## src/shared/ewps_defines.svh

```systemverilog
// constants of the eeprom write-protect and status block
`ifndef EWPS_DEFINES_SVH
`define EWPS_DEFINES_SVH
`define EWPS_BUSY_BIT 0
`define EWPS_LATCH_BIT 1
`define EWPS_BPL_BIT 2
`define EWPS_BPH_BIT 3
`define EWPS_OP_CLEAR_WRITE_LATCH_CMD 8'h04
`define EWPS_OP_SET_WRITE_LATCH_CMD 8'h06
`define EWPS_OP_STATUS_READ_CMD 8'h05
`define EWPS_OP_STATUS_WRITE_CMD 8'h01
`define EWPS_OP_READ 8'h03
`define EWPS_OP_WRITE 8'h02
`define EWPS_OP_MASK 8'hf7
`define EWPS_PROT_Q_BASE 9'h180
`define EWPS_PROT_H_BASE 9'h100
`define EWPS_WRITE_TIME_US 5000
`define EWPS_CLK_MHZ 20
`define EWPS_WRITE_CYC (`EWPS_WRITE_TIME_US * `EWPS_CLK_MHZ)
`endif

```

## src/shared/ewps_pkg.sv

```systemverilog
// types of the eeprom write-protect and status block
`default_nettype none
package ewps_pkg;
    typedef enum logic [2:0] {
        EWPS_IDLE, EWPS_CMD, EWPS_ADDR, EWPS_DATA, EWPS_STOUT, EWPS_SKIP
    } ewps_phase_t;
endpackage : ewps_pkg
`default_nettype wire

```

## src/ewps_core.sv

```systemverilog
// write-protect, latch and status logic of a serial eeprom front end
// Behaviour
// - no write starts without latch set
// - enable command sets, disable command clears latch
// - latch cleared on reset, writes, protect low
// - status read answered even while busy
// - status: busy b0, latch b1, protect b3:2
// - busy flag high only during internal write
// - latch flag mirrors latch; latch commands act even while busy
// - protect bits reset to BP_INIT, changed by status write
// - protect codes: none, quarter, half, all
// - protect pin low or latch clear blocks writes
// - array access ignored while writing
// - write starts only on exact select rise
// - power-on: idle, deselected, latch clear, output off
// - select fall needed before first command
// - command byte codes, bit 3 ignored, msb first
// - latch set only on select rise after 8 bits
// - running write not aborted by protect pin
`timescale 1ns/10ps
`default_nettype none
`include "ewps_defines.svh"
module ewps_core #(
    parameter int WRITE_CYC = `EWPS_WRITE_CYC,
    parameter logic [1:0] BP_INIT = 2'h0
) (
    input wire logic i_clk_sys,
    input wire logic i_sys_rst,
    input wire logic i_sel_n,
    input wire logic i_sck,
    input wire logic i_sdi,
    input wire logic i_wp_n,
    output logic o_sdo,
    output logic o_sdo_oe,
    output logic o_busy,
    output logic o_latch,
    output logic [1:0] o_block_protect,
    output logic o_prog_pulse,
    output logic [8:0] o_prog_addr,
    output logic [7:0] o_prog_data
);
    typedef struct packed {
        ewps_pkg::ewps_phase_t phase;
        logic armed;
        logic [7:0] cmd;
        logic [7:0] shift;
        logic [3:0] bits;
        logic [8:0] addr;
        logic [7:0] data;
        logic data_full;
        logic [7:0] st_out;
        logic sck_d;
        logic sel_d;
        logic latch;
        logic busy;
        logic [1:0] bp;
        logic [1:0] bp_pend;
        logic st_write;
        logic [31:0] cnt;
        logic sdo;
        logic sdo_oe;
        logic prog;
        logic [8:0] prog_addr;
        logic [7:0] prog_data;
    } ewps_st_t;

    ewps_st_t st_ff;
    ewps_st_t nxt_st;
    logic [3:0] pins;
    logic sel_n;
    logic sck;
    logic sdi;
    logic wp_n;
    logic rise;
    logic fall;
    logic sel_up;
    logic sel_dn;
    logic prot_hit;
    logic [7:0] status;

    // pins cross in through two flops; select idles high
    ewps_sync #(.W(4), .INIT(4'h9)) u_sync (
        .i_clk_sys(i_clk_sys),
        .i_sys_rst(i_sys_rst),
        .i_async({i_sel_n, i_sck, i_sdi, i_wp_n}),
        .o_sync(pins)
    );
    assign {sel_n, sck, sdi, wp_n} = pins;

    // edges come from the synced pins against last cycle's copies
    assign rise = sck & ~st_ff.sck_d & ~sel_n;
    assign fall = ~sck & st_ff.sck_d & ~sel_n;
    assign sel_up = sel_n & ~st_ff.sel_d;
    assign sel_dn = ~sel_n & st_ff.sel_d;

    // address decode of the protected range
    always_comb
    begin
        unique case (st_ff.bp)
            2'b00: prot_hit = 1'b0;
            2'b01: prot_hit = st_ff.addr >= `EWPS_PROT_Q_BASE;
            2'b10: prot_hit = st_ff.addr >= `EWPS_PROT_H_BASE;
            2'b11: prot_hit = 1'b1;
        endcase
    end

    // upper bits tied low so stray writes never show
    assign status = {4'h0, st_ff.bp, st_ff.latch, st_ff.busy};

    // main sequencer: shifts on sck rise, acts on select rise
    always_comb
    begin
        logic [7:0] sh;
        logic [7:0] op;
        sh = {st_ff.shift[6:0], sdi};
        op = st_ff.cmd & `EWPS_OP_MASK;
        nxt_st = st_ff;
        nxt_st.sck_d = sck;
        nxt_st.sel_d = sel_n;
        nxt_st.prog = 1'b0;
        // internal write timer; protect pin cannot stop it
        if (st_ff.busy)
        begin
            if (st_ff.cnt == 32'(WRITE_CYC - 1))
            begin
                nxt_st.busy = 1'b0;
                nxt_st.latch = 1'b0;
                nxt_st.cnt = 32'h0;
                if (st_ff.st_write)
                    nxt_st.bp = st_ff.bp_pend;
                else
                    nxt_st.prog = 1'b1;
            end
            else
                nxt_st.cnt = st_ff.cnt + 32'h1;
        end
        if (sel_dn)
        begin
            nxt_st.armed = 1'b1;
            nxt_st.phase = ewps_pkg::EWPS_CMD;
            nxt_st.bits = 4'h0;
            nxt_st.data_full = 1'b0;
        end
        else if (sel_up)
        begin
            nxt_st.phase = ewps_pkg::EWPS_IDLE;
            nxt_st.sdo_oe = 1'b0;
            // command takes effect only on a rise at a byte boundary
            if (st_ff.armed && st_ff.bits == 4'h0)
            begin
                if (st_ff.phase == ewps_pkg::EWPS_ADDR)
                begin
                    if (op == `EWPS_OP_SET_WRITE_LATCH_CMD)
                        nxt_st.latch = 1'b1;
                    else if (op == `EWPS_OP_CLEAR_WRITE_LATCH_CMD)
                        nxt_st.latch = 1'b0;
                end
                else if (st_ff.phase == ewps_pkg::EWPS_DATA &&
                    st_ff.data_full && !st_ff.busy && st_ff.latch &&
                    wp_n)
                begin
                    if (op == `EWPS_OP_STATUS_WRITE_CMD)
                    begin
                        nxt_st.busy = 1'b1;
                        nxt_st.st_write = 1'b1;
                        nxt_st.bp_pend = st_ff.data[3:2];
                        nxt_st.latch = 1'b0;
                    end
                    else if (!prot_hit)
                    begin
                        nxt_st.busy = 1'b1;
                        nxt_st.st_write = 1'b0;
                        nxt_st.prog_addr = st_ff.addr;
                        nxt_st.prog_data = st_ff.data;
                        nxt_st.latch = 1'b0;
                    end
                end
            end
        end
        else if (rise && st_ff.armed)
        begin
            nxt_st.shift = sh;
            nxt_st.bits = st_ff.bits + 4'h1;
            if (st_ff.bits == 4'h7)
            begin
                nxt_st.bits = 4'h0;
                unique case (st_ff.phase)
                    ewps_pkg::EWPS_IDLE: nxt_st.phase = ewps_pkg::EWPS_SKIP;
                    ewps_pkg::EWPS_CMD:
                    begin
                        nxt_st.cmd = sh;
                        nxt_st.addr = {sh[3], 8'h00};
                        if ((sh & `EWPS_OP_MASK) == `EWPS_OP_STATUS_READ_CMD)
                        begin
                            nxt_st.phase = ewps_pkg::EWPS_STOUT;
                            nxt_st.st_out = status;
                        end
                        else if ((sh & `EWPS_OP_MASK) == `EWPS_OP_STATUS_WRITE_CMD)
                            nxt_st.phase = ewps_pkg::EWPS_DATA;
                        // other commands all pass the address phase
                        else
                            nxt_st.phase = ewps_pkg::EWPS_ADDR;
                    end
                    ewps_pkg::EWPS_ADDR:
                    begin
                        nxt_st.addr = {st_ff.addr[8], sh};
                        if ((st_ff.cmd & `EWPS_OP_MASK) == `EWPS_OP_WRITE)
                        begin
                            nxt_st.phase = ewps_pkg::EWPS_DATA;
                            nxt_st.cmd = `EWPS_OP_WRITE;
                        end
                        else
                            nxt_st.phase = ewps_pkg::EWPS_SKIP;
                    end
                    ewps_pkg::EWPS_DATA:
                    begin
                        nxt_st.data = sh;
                        nxt_st.data_full = 1'b1;
                    end
                    ewps_pkg::EWPS_STOUT: nxt_st.st_out = status;
                    ewps_pkg::EWPS_SKIP: nxt_st.phase = ewps_pkg::EWPS_SKIP;
                    default: nxt_st.phase = ewps_pkg::EWPS_IDLE;
                endcase
            end
        end
        else if (fall && st_ff.phase == ewps_pkg::EWPS_STOUT)
        begin
            // output changes after falling edge, msb first
            nxt_st.sdo = st_ff.st_out[7];
            nxt_st.sdo_oe = 1'b1;
            nxt_st.st_out = {st_ff.st_out[6:0], 1'b0};
        end
        // protect pin low drops the latch at any time
        if (!wp_n)
            nxt_st.latch = 1'b0;
    end

    // power-on values; protect bits load the BP_INIT parameter
    always_ff @(posedge i_clk_sys or posedge i_sys_rst)
    begin
        if (i_sys_rst)
        begin
            st_ff <= '0;
            st_ff.sck_d <= 1'b0;
            st_ff.sel_d <= 1'b1; // select idles high: no false fall
            st_ff.bp <= BP_INIT;
        end
        else
            st_ff <= nxt_st;
    end

    assign o_sdo = st_ff.sdo;
    assign o_sdo_oe = st_ff.sdo_oe;
    assign o_busy = st_ff.busy;
    assign o_latch = st_ff.latch;
    assign o_block_protect = st_ff.bp;
    assign o_prog_pulse = st_ff.prog;
    assign o_prog_addr = st_ff.prog_addr;
    assign o_prog_data = st_ff.prog_data;

    AST_NO_WRITE_WITHOUT_LATCH: assert property (@(posedge i_clk_sys)
        disable iff (i_sys_rst) $rose(st_ff.busy) |-> $past(st_ff.latch))
        else $error("write began with latch clear");
    AST_WP_CLEARS_LATCH: assert property (@(posedge i_clk_sys)
        disable iff (i_sys_rst) !wp_n |=> !st_ff.latch)
        else $error("latch set while protect pin low");
    AST_END_CLEARS_LATCH: assert property (@(posedge i_clk_sys)
        disable iff (i_sys_rst) $fell(st_ff.busy) |-> !st_ff.latch)
        else $error("latch survived write end");
    AST_UNUSED_ZERO: assert property (@(posedge i_clk_sys)
        disable iff (i_sys_rst) $rose(st_ff.sdo_oe) |-> !st_ff.sdo)
        else $error("unused status bit shifted out nonzero");
    AST_BP_STABLE: assert property (@(posedge i_clk_sys)
        disable iff (i_sys_rst)
        $changed(st_ff.bp) |-> $past(st_ff.busy) && $past(st_ff.st_write))
        else $error("protect bits changed outside status write");
    AST_BUSY_HOLDS: assert property (@(posedge i_clk_sys)
        disable iff (i_sys_rst) $rose(st_ff.busy) |-> st_ff.busy [*8])
        else $error("write cycle cut short");
    AST_LATCH_ON_RISE: assert property (@(posedge i_clk_sys)
        disable iff (i_sys_rst) $rose(st_ff.latch) |-> $past(sel_up))
        else $error("latch set without select rise");
    AST_IDLE_OFF: assert property (@(posedge i_clk_sys)
        disable iff (i_sys_rst) sel_n |=> !st_ff.sdo_oe)
        else $error("output driven while deselected");
    // sequencer checks: starts, refusals, the running timer and its end pulse
    AST_BUSY_ON_RISE: assert property (@(posedge i_clk_sys)
        disable iff (i_sys_rst) $rose(st_ff.busy) |-> $past(sel_up))
        else $error("write began without select rise");
    AST_BUSY_NEEDS_PIN: assert property (@(posedge i_clk_sys)
        disable iff (i_sys_rst) $rose(st_ff.busy) |-> $past(wp_n))
        else $error("write began with protect pin low");
    AST_PROT_RANGE: assert property (@(posedge i_clk_sys)
        disable iff (i_sys_rst)
        $rose(st_ff.busy) && !st_ff.st_write |-> !$past(prot_hit))
        else $error("write began in a protected block");
    AST_TIMER_STEADY: assert property (@(posedge i_clk_sys)
        disable iff (i_sys_rst) st_ff.busy && $past(st_ff.busy) |->
        st_ff.cnt == $past(st_ff.cnt) + 32'h1)
        else $error("running write restarted");
    AST_PULSE_AT_END: assert property (@(posedge i_clk_sys)
        disable iff (i_sys_rst) st_ff.prog |-> $fell(st_ff.busy))
        else $error("program pulse outside write end");
endmodule : ewps_core
`default_nettype wire

```

## src/ewps_sync.sv

```systemverilog
// two-flop synchroniser for pins entering the system clock domain
`timescale 1ns/10ps
`default_nettype none
module ewps_sync #(
    parameter int W = 4,
    parameter logic [3:0] INIT = 4'h0
) (
    input wire logic i_clk_sys,
    input wire logic i_sys_rst,
    input wire logic [W-1:0] i_async,
    output logic [W-1:0] o_sync
);
    typedef struct packed {
        logic [W-1:0] s1;
        logic [W-1:0] s2;
    } ewps_sync_st_t;
    ewps_sync_st_t st_ff;
    ewps_sync_st_t nxt_st;

    // first stage feeds only the second stage
    always_comb
    begin
        nxt_st.s1 = i_async;
        nxt_st.s2 = st_ff.s1;
    end

    always_ff @(posedge i_clk_sys or posedge i_sys_rst)
    begin
        if (i_sys_rst)
        begin
            st_ff.s1 <= INIT[W-1:0];
            st_ff.s2 <= INIT[W-1:0];
        end
        else
            st_ff <= nxt_st;
    end

    assign o_sync = st_ff.s2;
endmodule : ewps_sync
`default_nettype wire
```

## config.mk

```make
export PLATFORM = sky130hd
export DESIGN_NAME = ewps_core
export DESIGN_NICKNAME = d
export VERILOG_FILES = /design/src/shared/ewps_pkg.sv /design/src/ewps_core.sv /design/src/ewps_sync.sv
export VERILOG_INCLUDE_DIRS = /design/src /design/src/shared
export SDC_FILE = /design/constraint.sdc
export NUM_CORES = 1
export LEC_CHECK = 0
export BUFFER_PORTS_ARGS = -buffer_cell sky130_fd_sc_hd__buf_2
export CAP_MARGIN = 0
export CELL_PAD_IN_SITES_DETAIL_PLACEMENT = 1
export CELL_PAD_IN_SITES_GLOBAL_PLACEMENT = 1
export CORE_UTILIZATION = 50
export DETAILED_ROUTE_END_ITERATION = 7
export HOLD_SLACK_MARGIN = 0.05
export PLACE_DENSITY = 0.76
export SETUP_SLACK_MARGIN = 0.1
export SLEW_MARGIN = 20
export SYNTH_ARGS = -nofsm -noshare
export SYNTH_HDL_FRONTEND = slang
export SYNTH_HIERARCHICAL = 1
export SYNTH_SLANG_ARGS = --single-unit
```

## constraint.sdc

```tcl
create_clock -name i_clk_sys -period 8.6 [get_ports i_clk_sys]
set_input_delay 1.29 -clock i_clk_sys [delete_from_list [all_inputs] [get_ports i_clk_sys]]
set_output_delay 1.29 -clock i_clk_sys [all_outputs]
set_load 0.02 [all_outputs]
```

After elaboration in Yosys (flattened, before gate mapping)
Index checks and enable logic that the tools add are counted.
{"block": "classes", "n_addsub": 2, "multipliers": 0, "div": 0, "order_cmp": 2, "eq_ne": 24, "shifts": 0, "mux": 45, "bitwise": 16, "reduce_logical": 36}
{"operator": "$mux 30", "count": 2}
{"operator": "$add 32x1->32 const B", "count": 1}
{"operator": "$eq 32x17->1 const B", "count": 1}
{"operator": "$mux 32", "count": 1}
{"operator": "$mux 8", "count": 4}
{"operator": "$pmux 8 s2", "count": 2}
{"operator": "$reduce_and 6->1", "count": 5}
{"operator": "$mux 22", "count": 1}
{"operator": "$eq 7x3->1 const B", "count": 3}
{"operator": "$ge 9x9->1 const B", "count": 2}
{"operator": "$mux 3", "count": 6}
{"operator": "$pmux 9 s2", "count": 1}
{"operator": "$mux 1", "count": 15}
{"operator": "$eq 7x1->1 const B", "count": 2}
{"operator": "$mux 2", "count": 7}
{"operator": "$mux 4", "count": 3}
{"operator": "$pmux 3 s4", "count": 1}
{"operator": "$reduce_and 3->1", "count": 4}
{"operator": "$reduce_bool 2->1", "count": 6}
{"operator": "$not 1->1", "count": 10}
{"operator": "$reduce_and 5->1", "count": 2}
{"operator": "$mux 9", "count": 1}
{"operator": "$ne 2x1->1 const B", "count": 4}
{"operator": "$reduce_and 4->1", "count": 2}
{"operator": "other kinds (22)", "count": 39}
{"block": "word_totals", "ff_bits": 118, "latchBits": 0, "ram_bits": 0, "rom_bits": 0, "input_bits": 6, "n_memories": 0}

Longest topological paths before layout
{"block": "depth", "depth_word": 11, "ltp_mapped": 9, "depth_no_buf": 7}

Modules after synthesis
Netlist, hierarchy kept.
{"mod": "ewps_core", "n_inst": 1, "cells_per_inst": 454, "area_each_um2": 5139.9, "seq_area_each_um2": 2728.9}
{"mod": "ewps_sync", "n_inst": 1, "cells_per_inst": 9, "area_each_um2": 209.0, "seq_area_each_um2": 205.2}

Worst setup path before layout
Ideal clock, no wire load.
{"block": "synth_timing", "path_kind": "reg2reg", "startpoint": "register u_sync.st_ff, in the netlist u_sync/o_sync[3]", "endpoint": "register st_ff, in the netlist o_prog_addr[0]", "arrival_ns": 2.191, "required_ns": 8.475, "path_slack_ns": 6.284, "path_stages_with_launch": 9, "path_buffers": 2, "period_less_slack_ns": 2.316, "path_cell_list": "dfstp_2 ha_1 buf_2 nand4b_1 nor3_1 nand2_1 nor3_4 buf_6 mux2_2"}
{"block": "synth_via", "elab_chain_cells": 4, "word_cells_on_any_way": 5, "cone_classes": "bitwise: 4; reduce/logical: 1"}
{"item": "start, declared", "line": "ewps_sync.sv:17", "source": "ewps_sync_st_t st_ff;"}
{"item": "start signal, assigned", "line": "ewps_sync.sv:35", "source": "st_ff <= nxt_st;"}
{"item": "$not 1->1", "line": "ewps_core.sv:94", "source": "assign sel_dn = ~sel_n & st_ff.sel_d;"}
{"item": "$and 1x1->1", "line": "ewps_core.sv:94"}
{"item": "$not 1->1 (no source line)"}
{"item": "$reduce_and 7->1 (no source line) (*)"}
{"item": "end signal, assigned", "line": "ewps_core.sv:249", "source": "st_ff <= nxt_st;"}
{"item": "end, declared", "line": "ewps_core.sv:67", "source": "ewps_st_t st_ff;"}
Every way passes the cells marked *; elsewhere a longest branch is shown, timed or not.
A chain may end at the register's enable or synchronous reset.

Worst setup path after layout
{"block": "layout_timing", "startpoint": "register u_sync.st_ff, in the netlist u_sync/o_sync[3]", "endpoint": "register st_ff, in the netlist o_prog_data[3]"}
The elaborated chain is that of the path after synthesis.

==> run metrics <==
post-CTS setup buffers=0; Final Instance Area=~6100 µm²; I/O pin total=30; Hold WS=0.352 ns; Post-Syn Area=roughly 5300 µm²; unrepaired setup endpoints after global routing=false; CP max stage cell=nor3_4; Cells on Worst Hold Path=0; Starting DRT DRC Count=140; syn nets=between 400 and 500; post_cts resized=0; Worst Path Required=9.01 ns; synth warn=6; Setup WS pre-CTS=~5.7 ns; share of Yosys cell area claimed by the top area cell type=between 50% and 60%; CP Buf/Inv Count=0; All-Layer GR Usage=23.7%; Crit Path Category=flip-flop to flip-flop; CTS Buf Count=17; period utilisation layout=between 30 and 40%; wire per inst=about 18 µm; register area=2930 µm²; Multi-input gate area=about 2100 µm²; clk buf depth=2; FF-to-FF setup slack=about 5.7 ns; clk sinks=117; IO Port Bufs=29; final core occ=roughly three fifths; fin nets=between 400 and 500; vias in the first global route=slightly below 4,000; EDFF count, synth=0; most instantiated cells after synthesis=dfrtp_1 (112), nand2_1 (54), mux2_2 (41); synthesized flop and latch total=117; Area contributors post-synth=dfrtp_1 (52%), mux2_2 (8.6%), nand2_1 (3.8%); Starting Density=approximately half; Via Count=approximately 3,500; crit-path leading delay family=simple AND/OR/NAND/NOR gates; Post-CTS Hold Fix Bufs=0; initial antenna violation count=0; power per cell area=around 240 nW/µm²; DIE WIDTH=~110 µm; status=completed; WL final=~11,000 µm; Clk pin slew, worst setup/hold paths=0.06 ns; Core Rows=37; Peak VDD IR=between 200 and 250 µV; minimum clock period=~2.9 ns; Main synth FF type=dfrtp_1; drt pass-1 iters=4; full die area=~11,000 µm²; Syn-to-layout area delta=13.4%; Hold Crit Class=flip-flop to flip-flop; Worst-Skew Late Latency=0.54 ns; setup ws final=about 5.7 ns; worst slew pin tran=around 0.96 ns; first-pass GRT wire length=20,000 µm; number of fill cells=roughly 1,100; Root Buffer=clkbuf_8; most common cell in the synthesized netlist=dfrtp_1; Lkg Pwr=around 2.8 nW; final setup vio count=0; Slew Viols, Final=0; Setup Skew=~0.010 ns; RR Startpoint=u_sync/o_sync[3]; Worst R2R End=o_prog_data[3]; Synth async-reset ratio=between 90% and 100%; DRC Markers=0; Final ANT Viol Nets=0; Synth Area per Inst=between 10 and 15 µm²; CTS tree=yes; Mapped Cells=463; crit end category=flip-flop; CP max stage delay=between 0.7 and 0.8 ns; Worst Reg2Reg Path Length in Cells=6; GR Overflow Total=0; dpl cell area=around 5400 µm²; vias per cell=between 5 and 6; min-delay src=u_sync/nxt_st[2]; Slew headroom=around 36%; endpoints failing hold=0; startpoint types=flip-flop; max_cap viols=0; n_diodes=0; number of distinct library cells after synthesis=59; number of H-tree levels=4; RePlAce Congestion=roughly 0.81; Synth area leader=dfrtp_1; Die Ht=around 110 µm; Max Clk Rate=approximately 340 MHz; CP arrival=3.34 ns; Cell Chain, Critical Path=ha_1 -> nand4b_1 -> nor3_1 -> nand2_1 -> nor3_4 -> mux2_2; pin count of the biggest net entering global routing=64; hold path endpoint=u_sync/o_sync[2]; setup_tns=0 ns; critical-path maximum fanout=17; core box area=around 10,000 µm²; post-synthesis sequential area ratio=roughly 55%; proportion of layout cells with a drive suffix above 1=between 20% and 30%; HPWL Detailed=~7500 µm
==> flip-flops by register name, indices dropped and copies added, names as in the netlist <==
| register | flops |
|---|---|
| o_block_protect | 2 |
| o_busy | 1 |
| o_latch | 1 |
| o_prog_addr | 9 |
| o_prog_data | 8 |
| o_prog_pulse | 1 |
| o_sdo | 1 |
| o_sdo_oe | 1 |
| st_ff | 85 |
| u_sync/nxt_st | 4 |
| u_sync/o_sync | 4 |
==> report_power, final <==
group	internal, mW	switching, mW	leakage, nW
clock	0.473	0.264	0.299
combinational	0.0339	0.0518	0.952
sequential	0.570	0.0335	1.59
total	1.08	0.349	2.84
==> metal layers <==
layer,vias to the layer above,share of wire (%),track usage (%)
met5,-,0,0
met4,0,1.6,8.65
met3,15,2.8,7.24
met2,50,52,39.8
met1,1834,43,28.7
li1,1633,-,-
==> cell families after synthesis <==
| kind of cell | Yosys count | synth area share [%] |
|---|---|---|
| and+or+nand+nor | 160 | 17.3 |
| DFF | 117 | 54.9 |
| buffers and inverters | 50 | 5.45 |
| AOI/OAI and AO/OA | 56 | 6.74 |
| adders and majority gates | 5 | 1.17 |
| muxes | 45 | 9.57 |
| xor gates and xnor gates | 30 | 4.91 |
==> how the worst max path moves through the flow <==
stage,depth (start not counted),endpoint,start
after detailed placement,6,o_prog_addr[6],u_sync/o_sync[3]
after global routing,6,o_prog_data[0],u_sync/o_sync[3]
after CTS,6,o_prog_data[3],u_sync/o_sync[3]
after global placement,6,o_prog_addr[0],u_sync/o_sync[3]
after floorplan,1,o_block_protect[0],i_sys_rst
final,6,o_prog_data[3],u_sync/o_sync[3]
==> placed cells by master, fill, tap and decap left out, types with 3 or more instances in the layout <==
master / synthesis / routed
xor2_1: 10 / 10
inv_1: 17 / 16
a22o_1: 10 / 10
inv_6: 0 / 4
or4_4: 3 / 3
nor4_2: 3 / 3
ha_1: 5 / 5
clkbuf_16: 0 / 16
dfstp_2: 5 / 5
mux2_2: 41 / 41
clkinv_2: 0 / 3
o31ai_1: 3 / 3
nand2b_1: 4 / 4
nand4_1: 11 / 11
nand2_1: 54 / 54
nor4_1: 3 / 3
nor2b_1: 3 / 3
nor3_1: 7 / 7
nor2_1: 26 / 26
and2_1: 3 / 3
nand3_1: 11 / 11
xnor2_1: 20 / 20
o21ai_0: 25 / 25
nor3b_1: 3 / 3
buf_2: 5 / 29
dfrtp_1: 112 / 112
bufinv_16: 0 / 4
and3_1: 4 / 4
a21oi_1: 7 / 7
==> through the flow <==
| step | power [mW] | cells |
|---|---|---|
| CTS | 1.44 | 628 |
| floorplan | 0.672 | 463 |
| finish | 1.43 | 628 |
| detailed placement | 0.698 | 596 |
| global placement | 0.695 | 596 |
| global route | 1.48 | 628 |
==> layout make-up <==
type	count	area share, %
clock inverter	15	3.34
inverter	17	1.09
timing repair buffer	30	2.52
sequential	117	48.4
clock buffer	17	6.83
tap	136	2.81
multi-input combinational	296	35.0
Power figures use the tool's default switching activity.
